## src/rtl/serial_ctrl_cfg.svh

```systemverilog
// Purpose: Offsets, field positions, reset values and counts
// Assumes: Byte addresses on a 32-bit classic Wishbone bus
// Notes: Control register N sits at 4*N, status register N at 0x80+4*N
`ifndef SERIAL_CTRL_CFG_SVH
`define SERIAL_CTRL_CFG_SVH
// ****************************************
// Map
// ****************************************
`define SR_BASE 8'h80
`define RXD_ADDR 8'hC0
`define TXD_ADDR 8'hC4
`define EOL_ADDR 8'hC8
`define CR_MASK 5'd1
`define CR_MODEM 5'd2
`define CR_BAUD 5'd3
`define CR_FMT 5'd4
`define CR_FEAT 5'd5
`define CR_DIVH 5'd6
`define CR_DIVL 5'd7
`define CR_ERRCH 5'd8
`define CR_TXRX 5'd9
`define CR_SKIP 5'd10
`define CR_INCTL 5'd11
`define CR_TERM1 5'd12
`define CR_EOLCFG 5'd16
`define CR_EOL1 5'd17
`define CR_LAST 5'd23
// ****************************************
// Reset values
// ****************************************
`define RST_TXRX 8'h89
`define RST_EOLCFG 8'h02
`define RST_EOL1 8'h0D
`define RST_EOL2 8'h0A
`define RST_FMT 8'h03
`define RST_DIVL 8'h01
// ****************************************
// Fields and timing
// ****************************************
`define TXRX_RXEN 0
`define TXRX_QRST 2
`define TXRX_SET7 3
`define TXRX_CHG 4
`define TXRX_NUL 5
`define TXRX_DEL 6
`define TXRX_TXEN 7
`define FEAT_RXHS 5
`define FMT_STOP2 2
`define FMT_PEN 3
`define FMT_EVEN 4
`define FMT_BRK 6
`define EOL_DIS 6
`define EOL_ARTS 7
`define EOL_MAX 6'd7
`define OSC_DIV_LAST 2'd2
`define OVS_LAST 4'hF
`define OVS_MID 4'h7
`endif

```

## src/rtl/serial_ctrl_pkg.sv

```systemverilog
// Purpose: Types of the serial controller
// Assumes: Constants live in serial_ctrl_cfg.svh
// Notes: State codes are one-hot
package serial_ctrl_pkg;
    typedef enum logic [4:0] {
        TX_IDLE = 5'h01, TX_START = 5'h02, TX_DATA = 5'h04,
        TX_PAR = 5'h08, TX_STOP = 5'h10
    } tx_state_t;
    typedef enum logic [4:0] {
        RX_IDLE = 5'h01, RX_START = 5'h02, RX_DATA = 5'h04,
        RX_PAR = 5'h08, RX_STOP = 5'h10
    } rx_state_t;
    typedef struct packed {
        logic [23:0][7:0] cr;
        logic [7:0] cause;
        logic [7:0] term;
        logic [7:0] rx_data;
        logic rx_pe;
        logic rx_fe;
        logic rx_brk;
        logic rx_avail;
        logic [7:0] tx_hold;
        logic tx_full;
        logic [5:0] eol_left;
        logic [2:0] eol_idx;
        logic [1:0] pre;
        logic [15:0] div;
        tx_state_t tx_st;
        logic [3:0] tx_cnt;
        logic [3:0] tx_bit;
        logic [8:0] tx_sh;
        rx_state_t rx_st;
        logic [3:0] rx_cnt;
        logic [3:0] rx_bit;
        logic [7:0] rx_sh;
        logic rx_pbit;
        logic [2:0] mdm;
        logic strap_done;
        logic txd;
        logic rts;
        logic dtr;
        logic drs;
        logic irq;
        logic ack;
        logic [31:0] dat;
    } ctrl_state_t;
endpackage

```

## src/rtl/serial_ctrl.sv

```systemverilog
// Purpose: Serial interface controller with register bank and transceiver
// Assumes: 20 MHz clk_i, synchronous active-high reset, Wishbone classic
// Notes: Receive queue is a single holding entry read at RXD_ADDR
`timescale 1ns/1ps
`include "serial_ctrl_cfg.svh"
// Contract
// [RULE_01] Transceiver timing clock is the oscillator divided by three.
// [RULE_02] Twelve byte status registers and twenty-two byte control registers.
// [RULE_03] One byte-wide data lane carries both reads and writes; RXD_ADDR reads also return break, framing and parity flags in bits 10:8.
// [RULE_04] Software writes a control register to change operating state.
// [RULE_05] Status registers always reflect present state.
// [RULE_06] Receiver turns the serial stream into parallel bytes.
// [RULE_07] Transmitter turns parallel bytes into a serial stream.
// [RULE_08] Interrupt raised for each condition enabled in the mask.
// [RULE_09] Fixed behaviour; variables set by switches or software.
// [RULE_10] Received bytes dropped unless receiver enable bit is set.
// [RULE_11] With receive handshake on and carrier off, drop received data.
// [RULE_12] Parity or framing error is queued with the byte.
// [RULE_13] Line break queues a break indicator under the same conditions.
// [RULE_14] Control registers load defaults on reset; transceiver control 0x89.
// [RULE_15] EOL count picks stored EOL characters sent, unless disabled.
module serial_ctrl #(
    parameter logic [7:0] ID_CODE = 8'h5A // Arbitrary value
) (
    input wire logic clk_i,
    input wire logic rst_i,
    input wire logic wb_cyc_i,
    input wire logic wb_stb_i,
    input wire logic wb_we_i,
    input wire logic [7:0] wb_adr_i,
    input wire logic [3:0] wb_sel_i,
    input wire logic [31:0] wb_dat_i,
    output logic [31:0] wb_dat_o,
    output logic wb_ack_o,
    input wire logic rxd_i,
    input wire logic cts_i,
    input wire logic dsr_i,
    input wire logic dcd_i,
    input wire logic [7:0] cfg_switch_i,
    output logic txd_o,
    output logic rts_o,
    output logic dtr_o,
    output logic drs_o,
    output logic irq_o
);
    import serial_ctrl_pkg::*;

    ctrl_state_t s_reg;
    ctrl_state_t s_next;

    function automatic logic [7:0] len_mask(input logic [1:0] len);
        return 8'hFF >> (2'd3 - len);
    endfunction

    function automatic logic par_bit(input logic [7:0] d,
                                     input logic [7:0] fmt);
        logic p;
        p = ^(d & len_mask(fmt[1:0]));
        return fmt[`FMT_EVEN] ? p : ~p;
    endfunction

    function automatic logic cr_ok(input logic [4:0] i);
        return i != 5'd0 && i != `CR_SKIP && i <= `CR_LAST;
    endfunction

    // ****************************************
    // Next state
    // ****************************************
    logic req;
    logic wr;
    logic [4:0] idx;
    logic tick;
    logic [7:0] fmt;
    logic [7:0] txrx;
    logic [7:0] b;
    logic [7:0] set_c;
    logic [7:0] clr_c;
    logic [3:0] nbits;
    logic push;

    always_comb begin
        s_next = s_reg;
        req = wb_cyc_i && wb_stb_i && !s_reg.ack;
        wr = req && wb_we_i && wb_sel_i[0]; // see [RULE_03]
        idx = wb_adr_i[6:2];
        fmt = s_reg.cr[`CR_FMT];
        txrx = s_reg.cr[`CR_TXRX];
        nbits = 4'd5 + {2'b00, fmt[1:0]};
        set_c = 8'h00;
        clr_c = 8'h00;
        b = 8'h00;
        push = 1'b0;
        tick = 1'b0;

        // Prescaler by three, then baud divisor gives 16x ticks
        s_next.pre = (s_reg.pre == `OSC_DIV_LAST) ? 2'd0
                                                 : s_reg.pre + 2'd1;
        if (s_reg.pre == `OSC_DIV_LAST) begin // see [RULE_01]
            if (s_reg.div + 16'd1 >= {s_reg.cr[`CR_DIVH],
                                      s_reg.cr[`CR_DIVL]}) begin
                s_next.div = 16'd0;
                tick = 1'b1;
            end else begin
                s_next.div = s_reg.div + 16'd1;
            end
        end

        // Switches seed the baud number once after reset
        if (!s_reg.strap_done) begin // see [RULE_09]
            s_next.strap_done = 1'b1;
            s_next.cr[`CR_BAUD] = cfg_switch_i;
        end

        // Register bus
        s_next.ack = req;
        s_next.dat = 32'h0;
        if (req && !wb_we_i) begin
            if (!wb_adr_i[7]) begin
                if (cr_ok(idx)) begin
                    s_next.dat[7:0] = s_reg.cr[idx]; // see [RULE_02]
                end
            end else if (wb_adr_i == `RXD_ADDR) begin
                s_next.dat[10:0] = {s_reg.rx_brk, s_reg.rx_fe,
                                    s_reg.rx_pe, s_reg.rx_data};
                s_next.rx_avail = 1'b0;
            end else if (idx < 5'd12) begin
                case (idx) // see [RULE_05]
                    5'd0: s_next.dat[7:0] = ID_CODE;
                    5'd1: s_next.dat[7:0] = s_reg.cause;
                    5'd2: s_next.dat[7:0] = {5'h00,
                                             s_reg.cr[`CR_MODEM][2:0]};
                    5'd3: s_next.dat[7:0] = {4'h0, dcd_i, 1'b0,
                                             dsr_i, cts_i};
                    5'd10: s_next.dat[7:0] = {2'b00, !s_reg.tx_full,
                                              s_reg.rx_brk, s_reg.rx_fe,
                                              s_reg.rx_pe, 1'b0,
                                              s_reg.rx_avail};
                    5'd11: s_next.dat[7:0] = s_reg.term;
                    default: s_next.dat[7:0] = s_reg.cr[idx];
                endcase
            end
        end
        if (wr) begin
            if (!wb_adr_i[7] && cr_ok(idx)) begin
                s_next.cr[idx] = wb_dat_i[7:0]; // see [RULE_02]
            end
            if (wb_adr_i == `SR_BASE + 8'h04) begin
                clr_c = wb_dat_i[7:0];
            end
            if (wb_adr_i == `SR_BASE + 8'h2C) begin
                s_next.term = s_reg.term & ~wb_dat_i[7:0];
            end
            if (wb_adr_i == `TXD_ADDR && !s_reg.tx_full) begin
                s_next.tx_hold = wb_dat_i[7:0];
                s_next.tx_full = 1'b1;
            end
            if (wb_adr_i == {1'b0, `CR_TXRX, 2'b00} &&
                wb_dat_i[`TXRX_QRST]) begin
                s_next.rx_avail = 1'b0;
                s_next.cr[`CR_TXRX][`TXRX_QRST] = 1'b0;
            end
            if (wb_adr_i == `EOL_ADDR &&
                !s_reg.cr[`CR_EOLCFG][`EOL_DIS]) begin // see [RULE_15]
                s_next.eol_left =
                    (s_reg.cr[`CR_EOLCFG][5:0] > `EOL_MAX) ? `EOL_MAX
                    : s_reg.cr[`CR_EOLCFG][5:0];
                s_next.eol_idx = 3'd0;
            end
        end

        // Transmitter
        case (s_reg.tx_st) // see [RULE_07]
            TX_IDLE: begin
                if (txrx[`TXRX_TXEN] &&
                    (s_reg.tx_full || s_reg.eol_left != 6'd0)) begin
                    if (s_reg.tx_full) begin
                        b = s_reg.tx_hold;
                        s_next.tx_full = 1'b0;
                    end else begin
                        b = s_reg.cr[`CR_EOL1 + {2'b00, s_reg.eol_idx}];
                        s_next.eol_idx = s_reg.eol_idx + 3'd1;
                        s_next.eol_left = s_reg.eol_left - 6'd1;
                    end
                    s_next.tx_sh = {par_bit(b, fmt),
                                    b & len_mask(fmt[1:0])};
                    s_next.tx_cnt = 4'd0;
                    s_next.tx_bit = 4'd0;
                    s_next.tx_st = TX_START;
                end
            end
            default: begin
                if (tick) begin
                    s_next.tx_cnt = s_reg.tx_cnt + 4'd1;
                end
                if (tick && s_reg.tx_cnt == `OVS_LAST) begin
                    s_next.tx_bit = s_reg.tx_bit + 4'd1;
                    case (s_reg.tx_st)
                        TX_START: begin
                            s_next.tx_bit = 4'd0;
                            s_next.tx_st = TX_DATA;
                        end
                        TX_DATA: begin
                            if (s_reg.tx_bit + 4'd1 == nbits) begin
                                s_next.tx_bit = 4'd0;
                                s_next.tx_st = fmt[`FMT_PEN] ? TX_PAR
                                                             : TX_STOP;
                            end
                        end
                        TX_PAR: begin
                            s_next.tx_bit = 4'd0;
                            s_next.tx_st = TX_STOP;
                        end
                        default: begin
                            if (!fmt[`FMT_STOP2] ||
                                s_reg.tx_bit != 4'd0) begin
                                s_next.tx_st = TX_IDLE;
                            end
                        end
                    endcase
                end
            end
        endcase
        case (s_next.tx_st)
            TX_START: s_next.txd = 1'b0;
            TX_DATA: s_next.txd = s_next.tx_sh[s_next.tx_bit[2:0]];
            TX_PAR: s_next.txd = s_next.tx_sh[8];
            default: s_next.txd = 1'b1;
        endcase
        if (fmt[`FMT_BRK]) begin
            s_next.txd = 1'b0;
        end

        // Receiver, sampling mid-bit on 16x ticks
        if (tick) begin
            s_next.rx_cnt = s_reg.rx_cnt + 4'd1;
            case (s_reg.rx_st) // see [RULE_06]
                RX_IDLE: begin
                    s_next.rx_cnt = 4'd0;
                    if (!rxd_i) begin
                        s_next.rx_st = RX_START;
                    end
                end
                RX_START: begin
                    if (s_reg.rx_cnt == `OVS_MID) begin
                        s_next.rx_cnt = 4'd0;
                        s_next.rx_bit = 4'd0;
                        s_next.rx_sh = 8'h00;
                        s_next.rx_st = rxd_i ? RX_IDLE : RX_DATA;
                    end
                end
                RX_DATA: begin
                    if (s_reg.rx_cnt == `OVS_LAST) begin
                        s_next.rx_sh[s_reg.rx_bit[2:0]] = rxd_i;
                        s_next.rx_bit = s_reg.rx_bit + 4'd1;
                        if (s_reg.rx_bit + 4'd1 == nbits) begin
                            s_next.rx_st = fmt[`FMT_PEN] ? RX_PAR
                                                         : RX_STOP;
                        end
                    end
                end
                RX_PAR: begin
                    if (s_reg.rx_cnt == `OVS_LAST) begin
                        s_next.rx_pbit = rxd_i;
                        s_next.rx_st = RX_STOP;
                    end
                end
                default: begin
                    if (s_reg.rx_cnt == `OVS_LAST) begin
                        s_next.rx_st = RX_IDLE;
                        push = 1'b1;
                    end
                end
            endcase
        end
        if (push) begin
            s_next.rx_fe = !rxd_i;
            s_next.rx_brk = !rxd_i && s_reg.rx_sh == 8'h00 &&
                            !s_reg.rx_pbit; // see [RULE_13]
            s_next.rx_pe = fmt[`FMT_PEN] && !s_next.rx_brk &&
                           s_reg.rx_pbit != par_bit(s_reg.rx_sh, fmt);
            b = s_next.rx_brk ? 8'h00 : s_reg.rx_sh;
            if (s_next.rx_pe || s_next.rx_fe) begin // see [RULE_12]
                if (txrx[`TXRX_CHG]) begin
                    b = s_reg.cr[`CR_ERRCH];
                end
                if (txrx[`TXRX_SET7]) begin
                    b[7] = 1'b1;
                end
            end
            if (!txrx[`TXRX_RXEN] ||
                (s_reg.cr[`CR_FEAT][`FEAT_RXHS] && !dcd_i) ||
                (!s_next.rx_brk && txrx[`TXRX_NUL] && b == 8'h00) ||
                (txrx[`TXRX_DEL] && b == 8'h7F)) begin
                // Dropped: keep the queued entry as it was
                s_next.rx_fe = s_reg.rx_fe; // see [RULE_10] [RULE_11]
                s_next.rx_brk = s_reg.rx_brk;
                s_next.rx_pe = s_reg.rx_pe;
            end else begin
                s_next.rx_data = b;
                s_next.rx_avail = 1'b1;
                set_c[7:4] = {s_next.rx_brk, s_next.rx_fe,
                              s_next.rx_pe, 1'b1};
                for (int i = 0; i < 4; i++) begin
                    if (s_reg.cr[`CR_INCTL][i + 1] &&
                        b == s_reg.cr[`CR_TERM1 + 5'(i)]) begin
                        s_next.term[i + 1] = 1'b1;
                    end
                end
            end
        end

        // Modem lines, interrupt causes and outputs
        s_next.mdm = {dcd_i, dsr_i, cts_i};
        set_c[3] = s_reg.mdm[2] ^ dcd_i;
        set_c[1:0] = s_reg.mdm[1:0] ^ {dsr_i, cts_i};
        // Set wins over a same-cycle write-one clear
        s_next.cause = (s_reg.cause & ~clr_c) | set_c;
        s_next.irq = |(s_next.cause & s_next.cr[`CR_MASK]); // see [RULE_08]
        s_next.dtr = s_next.cr[`CR_MODEM][0];
        s_next.rts = s_next.cr[`CR_MODEM][1] ||
                     (s_next.cr[`CR_EOLCFG][`EOL_ARTS] &&
                      s_next.tx_st != TX_IDLE);
        s_next.drs = s_next.cr[`CR_MODEM][2];

        if (rst_i) begin
            s_next = '0; // see [RULE_14]
            s_next.cr[`CR_FMT] = `RST_FMT;
            s_next.cr[`CR_DIVL] = `RST_DIVL;
            s_next.cr[`CR_TXRX] = `RST_TXRX;
            s_next.cr[`CR_EOLCFG] = `RST_EOLCFG;
            s_next.cr[`CR_EOL1] = `RST_EOL1;
            s_next.cr[`CR_EOL1 + 5'd1] = `RST_EOL2;
            s_next.tx_st = TX_IDLE;
            s_next.rx_st = RX_IDLE;
            s_next.txd = 1'b1;
            s_next.mdm = {dcd_i, dsr_i, cts_i};
        end
    end

    always_ff @(posedge clk_i) begin
        s_reg <= s_next;
    end

    assign wb_ack_o = s_reg.ack;
    assign wb_dat_o = s_reg.dat;
    assign txd_o = s_reg.txd;
    assign rts_o = s_reg.rts;
    assign dtr_o = s_reg.dtr;
    assign drs_o = s_reg.drs;
    assign irq_o = s_reg.irq;
endmodule // serial_ctrl

```

## config.mk

```make
export PLATFORM = sky130hd
export DESIGN_NAME = serial_ctrl
export DESIGN_NICKNAME = d
export VERILOG_FILES = /design/src/rtl/serial_ctrl_pkg.sv /design/src/rtl/serial_ctrl.sv
export VERILOG_INCLUDE_DIRS = /design/src /design/src/rtl
export SDC_FILE = /design/constraint.sdc
export NUM_CORES = 1
export LEC_CHECK = 0
export BUFFER_PORTS_ARGS = -buffer_cell sky130_fd_sc_hd__buf_4
export CORE_MARGIN = 2
export CORE_UTILIZATION = 45
export CTS_BUF_LIST = sky130_fd_sc_hd__clkbuf_16
export CTS_CLUSTER_SIZE = 24
export DETAILED_ROUTE_END_ITERATION = 10
export PLACE_DENSITY_LB_ADDON = 0.12
export SLEW_MARGIN = 20
export SYNTH_ARGS = -nofsm -noshare
export SYNTH_HDL_FRONTEND = slang
export SYNTH_SLANG_ARGS = --single-unit
```

## constraint.sdc

```tcl
create_clock -name clk_i -period 5.9 [get_ports clk_i]
set_input_delay 0.59 -clock clk_i [delete_from_list [all_inputs] [get_ports clk_i]]
set_output_delay 0.59 -clock clk_i [all_outputs]
set_load 0.01 [all_outputs]
```

==> results.md, run 1 <==
Timing:
- Setup repair after global routing left no endpoint under its margin.
- The number of pins with negative max-slew slack in the final report is 0.
- The total setup violations reported at the end of the flow is 0.
- Measured against its own limit, the worst slew margin works out to 28.63%.
- The transition time of the tightest slew-check pin is around 1.1 ns.
- The worst path setup slack after routing is between 1 and 1.5 ns.
- The achievable frequency is 213.2 MHz.
- The post-layout minimum cycle time is 4.691 ns.
- The number of hold-slack violations in the final timing report is 0.
- Setup total negative slack on the finished layout was measured at 0 ns.
- For the final database, setup skew stands at approximately 0.021 ns.
- The worst path uses between 70% and 80% of the clock period.

Global routing:
- For this run, the total global-route usage over all layers was measured as 27.25%.
- The first global-routing pass estimated 81960 µm of wire.
- Entering global routing, the biggest net connects between 150 and 200 pins.
- The number of antenna violations at the first check in global routing is 1.
- The total overflow reported by the global router is 0.
- The via count of the first global-routing pass is between 10000 and 15000.

Floorplan:
- The horizontal extent of the die is ~200 µm.
- In this run the vertical extent of the chip is slightly below 200 µm.
- The initial core utilization is 45.51%.
- In this run the core area contains roughly 70 standard-cell rows.
- The die footprint is slightly below 40000 µm².
- In this run the standard cell core region covers 37490 µm².
- During I/O placement, the number of pins put on the boundary was ~100.

Setup path:
- The kind of launch point of the worst setup path is a flop.
- The worst setup path is of the flop to flop kind.
- For the worst setup path, the data arrival time is slightly above 5 ns.
- STA classifies the critical path endpoint as a flop.
- In this run the worst path has a maximum fanout of 7.
- STA puts the critical path data required time at around 6.3 ns.

Clock tree:
- The quantity of gates resized following cts is 0.
- The number of post-CTS setup repair buffers is 0.
- The TritonCTS clock tree is done.
- The post-cts hold buffer count is 0.
- The clock net sink count is 319.
- Clock-pin slew was measured on the worst setup and hold paths at approximately 0.060 ns.
- The root buffer cell is sky130_fd_sc_hd__clkbuf_16.
- The number of buffers between clock root and the deepest sink is 3.
- The H-tree generated during clock tree synthesis spans 2 levels.
- The later-pin clock latency in the skew report is ~0.54 ns.
- The number of buffers inserted during clock tree synthesis is 37.

Yosys:
- By instance count, the leading cell after synthesis is sky130_fd_sc_hd__dfxtp_1.
- The number of different library cells in the post-synthesis netlist is 86.
- Of all flip-flops after synthesis, the portion carrying an async set or reset was 0%.
- In the synthesized netlist, the number of instances is around 2000.
- Counting flops and latches in the post-synthesis netlist gives roughly 320.
- The share of the yosys chip area belonging to registers is 37.43%.
- The most used flip-flop cell after synthesis is sky130_fd_sc_hd__dfxtp_1.
- The share of synthesized area in the top cell type comes to a little under two fifths.
- The number of enable-type register cells in the synthesized netlist is 0.
- The largest total area in the synthesized netlist belongs to sky130_fd_sc_hd__dfxtp_1.
- The count of yosys warnings during synthesis is 0.
- Sorting the synthesized cells by area gives the leading types as sky130_fd_sc_hd__dfxtp_1 37%, sky130_fd_sc_hd__mux2i_1 8.2%, sky130_fd_sc_hd__mux4_2 7.7%, sky130_fd_sc_hd__nor2_1 5.5%, sky130_fd_sc_hd__a21oi_1 4.4%.
- By count the netlist is led by 319 x sky130_fd_sc_hd__dfxtp_1, 248 x sky130_fd_sc_hd__nor2_1, 186 x sky130_fd_sc_hd__nand2_1, 150 x sky130_fd_sc_hd__a21oi_1, 140 x sky130_fd_sc_hd__mux2i_1.
- The area of the mapped netlist is 17060 µm².
- The average footprint of a synthesized cell is between 8 and 9 µm².

Cells and area:
- After the last flow step, the layout net total stands at between 2000 and 2500.
- Summing all multi-input logic gate instances after layout gives 9756 µm².
- The footprint of the flip-flops and latches is around 6400 µm².
- The antenna diode instance count is 0.
- The flip-flop count of the largest register, all copies and words added is around 290.
- The fraction of layout cells with a size suffix above 1 is between 10% and 20%.
- The area growth from synthesis to layout is 9.784%.
- After the flow finishes, the layout carries non-filler instances totaling between 2000 and 2500.
- The number of fill cells is ~3600.

Power:
- The power density normalized to cell area is roughly 290 nW/µm².
- The peak supply drop is between 0.15 and 0.2 mV.
- For this design the static power due to leakage is a little under 7 nW.
- The total chip power is 0.005423 W.

Routing:
- The iteration-0 DRC count of the detailed router is ~1400.
- After detailed routing, the number of remaining DRC violations is 0.
- The final route contains between 10000 and 15000 vias.
- For this block, the routed nets add up to 54170 µm of wire.
- Using the TritonRoute via totals, the vias-per-cell ratio works out to ~6.
- The detail-routed net length per standard cell is roughly 22 µm.
- The number of detailed-route iterations in the first pass is 7.
- The antenna violation net count after detailed routing is 0.

Placement:
- Summed over all nets, the half-perimeter wirelength after detailed placement is 36570 µm.
- The number of buffer cells added on primary ports is 50.
- Routability-driven placement finished with a final weighted congestion of 0.9258.
- The placed instance count is roughly 2400.
- The minimum setup slack after placement is 1.232 ns.

Status:
- The flow ran to the end, and the final reports show no timing, DRC or antenna violations.

Flow run:
- The reported max-cap violation count is 0.

Worst hold path:
- The class of the tightest hold or removal check is input port to flop.
## cell type report
| type | instances | share of cell area, % |
|---|---|---|
| multi-input combinational | 1439 | 52.09 |
| timing repair buffer | 74 | 3.066 |
| inverter | 45 | 0.9019 |
| sequential | 319 | 34.10 |
| clock inverter | 30 | 1.490 |
| clock buffer | 37 | 4.944 |
| tap | 511 | 3.414 |
## worst max-delay path: stages, from the launching register on
cell,delay [ns]
sky130_fd_sc_hd__dfxtp_1,0.42
sky130_fd_sc_hd__ha_1,0.21
sky130_fd_sc_hd__nand3_1,0.12
sky130_fd_sc_hd__nor2_1,0.23
sky130_fd_sc_hd__and3_1,0.27
sky130_fd_sc_hd__and3_1,0.26
sky130_fd_sc_hd__nand3_1,0.11
sky130_fd_sc_hd__xnor2_1,0.21
sky130_fd_sc_hd__ha_1,0.29
sky130_fd_sc_hd__o21ai_0,0.15
sky130_fd_sc_hd__nor2_1,0.07
sky130_fd_sc_hd__a2111oi_2,0.38
sky130_fd_sc_hd__o21a_1,0.53
sky130_fd_sc_hd__nor3_1,0.21
sky130_fd_sc_hd__a211oi_2,0.49
sky130_fd_sc_hd__mux2i_1,0.25
sky130_fd_sc_hd__o311ai_1,0.10
sky130_fd_sc_hd__o32ai_1,0.29
## report_power, final
part | switching (W) | leakage (nW) | internal (W) | total [W]
clock network | 0.000952 | 0.603 | 0.00137 | 0.00232
logic | 0.000544 | 3.60 | 0.000321 | 0.000865
registers | 0.0000386 | 2.58 | 0.00220 | 0.00224
total | 0.00153 | 6.78 | 0.00389 | 0.00542
## routing by layer
layer	vias up	track usage, %	part of all wire [%]
met4	0	8.513	2.8
met2	597	41.09	44
met5	-	0	0
met1	7104	38.69	45
li1	6871	-	-
met3	87	6.138	8.1
## layout by cell type, fill, tap and decap left out, types with 5 or more instances in the layout
cell                         count
sky130_fd_sc_hd__o211ai_1        7
sky130_fd_sc_hd__nand2b_1        8
sky130_fd_sc_hd__ha_1           29
sky130_fd_sc_hd__conb_1         21
sky130_fd_sc_hd__a22oi_1        19
sky130_fd_sc_hd__nor3b_1         5
sky130_fd_sc_hd__nand2_1       186
sky130_fd_sc_hd__xor2_1         32
sky130_fd_sc_hd__nand3_1        33
sky130_fd_sc_hd__nand4_1        26
sky130_fd_sc_hd__clkbuf_16      37
sky130_fd_sc_hd__nor2b_1        29
sky130_fd_sc_hd__a221oi_1       10
sky130_fd_sc_hd__or3_1          10
sky130_fd_sc_hd__and3_1         12
sky130_fd_sc_hd__clkinv_2        5
sky130_fd_sc_hd__a31oi_1        14
sky130_fd_sc_hd__bufinv_16       5
sky130_fd_sc_hd__clkinv_1        7
sky130_fd_sc_hd__mux4_2         58
sky130_fd_sc_hd__a21o_1          5
sky130_fd_sc_hd__inv_1          51
sky130_fd_sc_hd__nor4_1         12
sky130_fd_sc_hd__a211oi_1       27
sky130_fd_sc_hd__o22ai_1        18
sky130_fd_sc_hd__xnor2_1        43
sky130_fd_sc_hd__dfxtp_1       319
sky130_fd_sc_hd__o21ai_0       131
sky130_fd_sc_hd__mux2i_1       140
sky130_fd_sc_hd__clkinvlp_4      5
sky130_fd_sc_hd__a21oi_1       150
sky130_fd_sc_hd__buf_4          72
sky130_fd_sc_hd__nor3_1         30
sky130_fd_sc_hd__a22o_1         17
sky130_fd_sc_hd__and2_1         12
sky130_fd_sc_hd__nor2_1        248
sky130_fd_sc_hd__nand3b_1       11
## per-stage QoR
step | instance area, µm² | util (%) | hold WS [ns]
floorplan | 17140 | - | 0.3975
global placement | 17520 | 46.75 | 0.4059
detailed placement | 17520 | 46.75 | 0.4128
CTS | 18730 | 49.96 | 0.1990
global route | 18730 | 49.96 | 0.1915
finish | 18730 | 49.96 | 0.2060
## kinds of logic after synthesis
logic type	after synthesis	share of synthesized area, %
other cells	1	0.02198
mux	202	16.13
flops	319	37.43
xor+xnor	77	4.078
compound gates	453	16.45
simple gates	657	17.93
fa+ha+maj	29	2.127
buf+inv	216	5.823
## path summary, 6_finish.rpt
path                            slack (ns)         end  depth (start not counted)  startpoint
worst max-delay path                  1.21       txd_o                         17   s_reg[86]
worst min-delay path                  0.21   s_reg[39]                          1       cts_i
worst max register to register        1.21       txd_o                         17   s_reg[86]
worst min register to register        0.42  s_reg[102]                          1  s_reg[102]
(Power assumes the default switching activity.)
==> run 2, diff against run 1 <==
- ABC_AREA: unset -> 1
- clock period: 5.9 -> 4.86 ns (I/O delays scaled with it)
==> results.md, run 2 <==
Yosys:
- The average footprint of a synthesized cell is 7.116 µm² (was 8.731 µm²).
- The area share of the largest cell type after synthesis was 38.83% (was 37.43%).
- The area of the mapped netlist is 16450 µm² (was 17060 µm²).
- Top cells by count, synth: 329 x sky130_fd_sc_hd__inv_1, 319 x sky130_fd_sc_hd__dfxtp_1, 308 x sky130_fd_sc_hd__o21ai_0, 299 x sky130_fd_sc_hd__nand2_1, 282 x sky130_fd_sc_hd__a21oi_1 (was 319 x sky130_fd_sc_hd__dfxtp_1, 248 x sky130_fd_sc_hd__nor2_1, 186 x sky130_fd_sc_hd__nand2_1, 150 x sky130_fd_sc_hd__a21oi_1, 140 x sky130_fd_sc_hd__mux2i_1).
- The most frequent cell after synthesis is sky130_fd_sc_hd__inv_1 (was sky130_fd_sc_hd__dfxtp_1).
- The share of async-settable or async-resettable flops after synthesis is 0% (unchanged).
- The number of enable-type register cells in the synthesized netlist is 0 (unchanged).
- The count of yosys warnings during synthesis is 0 (unchanged).
- The share of the yosys chip area belonging to registers was 38.83% (was 37.43%).
- The top cell type by total area after synthesis is sky130_fd_sc_hd__dfxtp_1 (unchanged).
- The number of different library cells in the post-synthesis netlist was 62 (was 86).
- The synthesized instance count is 2311 (was 1954).
- The register bit count reported by yosys is 319 (unchanged).
- The most instantiated flip-flop cell in the synthesis netlist is sky130_fd_sc_hd__dfxtp_1 (unchanged).
- Cell types occupying the most area after synthesis: sky130_fd_sc_hd__dfxtp_1 39%, sky130_fd_sc_hd__o21ai_0 9.4%, sky130_fd_sc_hd__a21oi_1 8.6%, sky130_fd_sc_hd__inv_1 7.5%, sky130_fd_sc_hd__nand2_1 6.8% (was sky130_fd_sc_hd__dfxtp_1 37%, sky130_fd_sc_hd__mux2i_1 8.2%, sky130_fd_sc_hd__mux4_2 7.7%, sky130_fd_sc_hd__nor2_1 5.5%, sky130_fd_sc_hd__a21oi_1 4.4%).

Floorplan:
- The standard cell core area is 36260 µm² (was 37490 µm²).
- The die footprint is 38090 µm² (was 39490 µm²).
- The number of I/O pins is 99 (unchanged).
- The initial core utilization is 45.36% (was 45.51%).
- The horizontal extent of the die is 195.2 µm (was 198.7 µm).
- The standard-cell row count is 70 (was 71).
- The die height is 195.2 µm (was 198.7 µm).

Global routing:
- The global-route wire length before repair is 86130 µm (was 81960 µm).
- The number of antenna violations at the first check in global routing came to 2 (was 1).
- The via count of the first global-routing pass is 14660 (was 13590).
- The total overflow reported by the global router was 0 (unchanged).
- The total global routing track utilization is 29.38% (was 27.25%).
- The maximum number of pins on one net before global-route repair came to 93 (was 155).

Clock tree:
- The root buffer cell is sky130_fd_sc_hd__clkbuf_16 (unchanged).
- The TritonCTS clock tree is done (unchanged).
- The clock net sink count is 319 (unchanged).
- The clock transition at the registers of the reported paths is 0.06 ns (about the same).
- The H-tree depth is 2 (unchanged).
- The later-pin clock latency in the skew report came to 0.56 ns (was 0.54 ns).
- The number of buffers inserted during clock tree synthesis is 38 (was 37).
- The number of buffers between clock root and the deepest sink is 3 (unchanged).
- The number of post-CTS setup repair buffers is 0 (unchanged).

Setup path:
- The data arrival time at the worst-slack endpoint came to 4.69 ns (was 5.12 ns).
- The kind of critical path is flop to flop (unchanged).
- The kind of launch point of the worst setup path is a flop (unchanged).
- The most repeated library cell on the critical path is sky130_fd_sc_hd__nand2_1.
- The data required time of the critical path is 5.26 ns (was 6.33 ns).
- The peak fanout along the critical path came to 7 (unchanged).
- The library cell contributing the largest single delay on the critical path is sky130_fd_sc_hd__dfxtp_1 (was sky130_fd_sc_hd__o21a_1).
- The minimum setup slack among reg-to-reg paths is 0.57 ns (was 1.21 ns).
- The delay contributed by the slowest stage of the critical path was 0.37 ns (was 0.53 ns).
- The element type at the critical path end is a flop (unchanged).

Timing:
- The post-layout minimum cycle time is 4.294 ns (was 4.691 ns).
- Setup repair after global routing missed its margin: no (unchanged).
- The worst path setup slack after routing came to 0.5661 ns (was 1.209 ns).
- The number of pins with negative max-slew slack in the final report is 0 (unchanged).
- The number of hold-slack violations in the final timing report is 0 (unchanged).
- The setup TNS is 0 ns (unchanged).
- The largest clock skew in the final design came to 0.02165 ns (was 0.02100 ns).
- The total setup violations reported at the end of the flow came to 0 (unchanged).
- The portion of the clock cycle consumed by the worst path in the final layout is 88.35% (was 79.51%).
- The achievable frequency was 232.9 MHz (was 213.2 MHz).
- The transition time of the tightest slew-check pin was 0.9936 ns (was 1.067 ns).
- The tightest slew margin relative to the limit is 33.26% (was 28.63%).

Placement:
- The weighted congestion reported at the end of routability-driven placement is 0.9140 (was 0.9258).
- The placed instance count is 2734 (was 2388).
- The minimum setup slack after placement is 0.1280 ns (was 1.232 ns).
- The post-place instance area is 17020 µm² (was 17520 µm²).
- The half-perimeter wire length after detailed placement is 39930 µm (was 36570 µm).
- The number of buffer cells added on primary ports was 50 (unchanged).

Routing:
- The per-cell via count in the routed design is 5.670 (was 5.971).
- The detail-routed net length per standard cell is 20.14 µm (was 22.07 µm).
- The overall via count from detail_route is 15890 (was 14660).
- The antenna violation net count after detailed routing was 0 (unchanged).
- The number of detailed-route iterations in the first pass was 6 (was 7).
- The count of unresolved DRC violations after routing is 0 (unchanged).
- The iteration-0 DRC count of the detailed router is 1605 (was 1395).
- The final wirelength is 56450 µm (was 54170 µm).

Cells and area:
- The post-route non-filler standard cell count is 2802 (was 2455).
- The leading cell type in the layout, fill and taps excluded is sky130_fd_sc_hd__inv_1 (was sky130_fd_sc_hd__dfxtp_1).
- The number of nets in the final layout was 2396 (was 2006).
- The number of fill cells is 3605 (was 3641).
- The flip-flop count of the largest register, all copies and words added is 288 (unchanged).
- The fraction of layout cells with a size suffix above 1 was 9.554% (was 11.32%).
- The final instance area was 18230 µm² (was 18730 µm²).
- Most frequent cells in the layout: 335 x sky130_fd_sc_hd__inv_1, 318 x sky130_fd_sc_hd__dfxtp_1, 307 x sky130_fd_sc_hd__o21ai_0 (was 319 x sky130_fd_sc_hd__dfxtp_1, 248 x sky130_fd_sc_hd__nor2_1, 186 x sky130_fd_sc_hd__nand2_1).
- The area overhead of the layout relative to synthesis is 10.87% (was 9.784%).
- The final cell utilization of the core is 50.29% (was 49.96%).
- The antenna diode instance count came to 0 (unchanged).

Power:
- The leakage power total is 7.154 nW (was 6.780 nW).
- The peak supply drop was 0.2490 mV (was 0.1737 mV).
- The power density normalized to cell area is 409.9 nW/µm² (was 289.5 nW/µm²).

Worst hold path:
- The class of the tightest hold or removal check is input port to flop (unchanged).

Flow run:
- The reported max-cap violation count is 0 (unchanged).

Status:
- Run status: completed (unchanged).
==> run 2: cell count changes in the layout (fill, tap and decap cells not counted), sizes merged, moves of 104 or more <==
cell and delta:
nand2 +139, mux2i -139, a21oi +135, inv +295
nor2 -104, o21ai +182
==> run 2: logic make-up after synthesis <==
logic type	share of synthesized area, %
compound gates	26.45
flops	38.83
mux	0.6087
fa+ha+maj	2.206
buf+inv	12.14
simple gates	17.66
xor+xnor	2.077
other cells	0.02280
==> run 2: final cells by class <==
type	instances	area [µm²]	share of cell area (%)
Multi-Input combinational cell	1522	8208	45.01
Sequential cell	319	6387	35.03
Inverter	347	1305	7.157
Clock buffer	39	975.9	5.352
Timing Repair Buffer	78	585.6	3.211
Tap cell	468	585.6	3.211
Clock inverter	29	186.4	1.022
==> run 2: what timing repair did <==
item                                   in CTS  in global routing
endpoints found under the hold margin       0                  0
hold buffers                                0                  0
setup endpoints to repair                   0                 33
gates resized for setup                     0                 15
==> run 2: routing by layer <==
layer	GRT usage [%]	part of all wire [%]	vias to the layer above
met5	0	0.023	-
li1	-	-	7733
met1	39.92	44	7415
met4	11.68	4.0	2
met2	46.04	44	611
met3	5.648	8.0	127
==> run 2: path summary, 6_finish.rpt <==
check | start | depth (start not counted) | to
max | s_reg[87] | 32 | txd_o
min | cts_i | 1 | s_reg[39]
max reg2reg | s_reg[87] | 32 | txd_o
min reg2reg | s_reg[102] | 1 | s_reg[102]
==> run 2: report_power, final <==
part	switching (W)	internal, W
logic	0.00135	0.000596
registers	0.0000896	0.00272
clock network	0.00116	0.00156
total	0.00259	0.00488
==> run 2: through the flow <==
stage	power (W)	hold slack, ns
floorplan	0.004215	0.3925
global placement	0.004725	0.4052
detailed placement	0.004772	0.4065
CTS	0.007488	0.03526
global route	0.007888	0.04640
finish	0.007473	0.05614
==> run 2: worst max-delay path, delay by kind of cell (launching register included) <==
family | cells | cell delay (ns)
xor+xnor | 1 | 0.17
compound gates | 3 | 0.36
fa+ha+maj | 2 | 0.47
buf+inv | 5 | 0.33
flops | 1 | 0.37
simple gates | 21 | 2.46
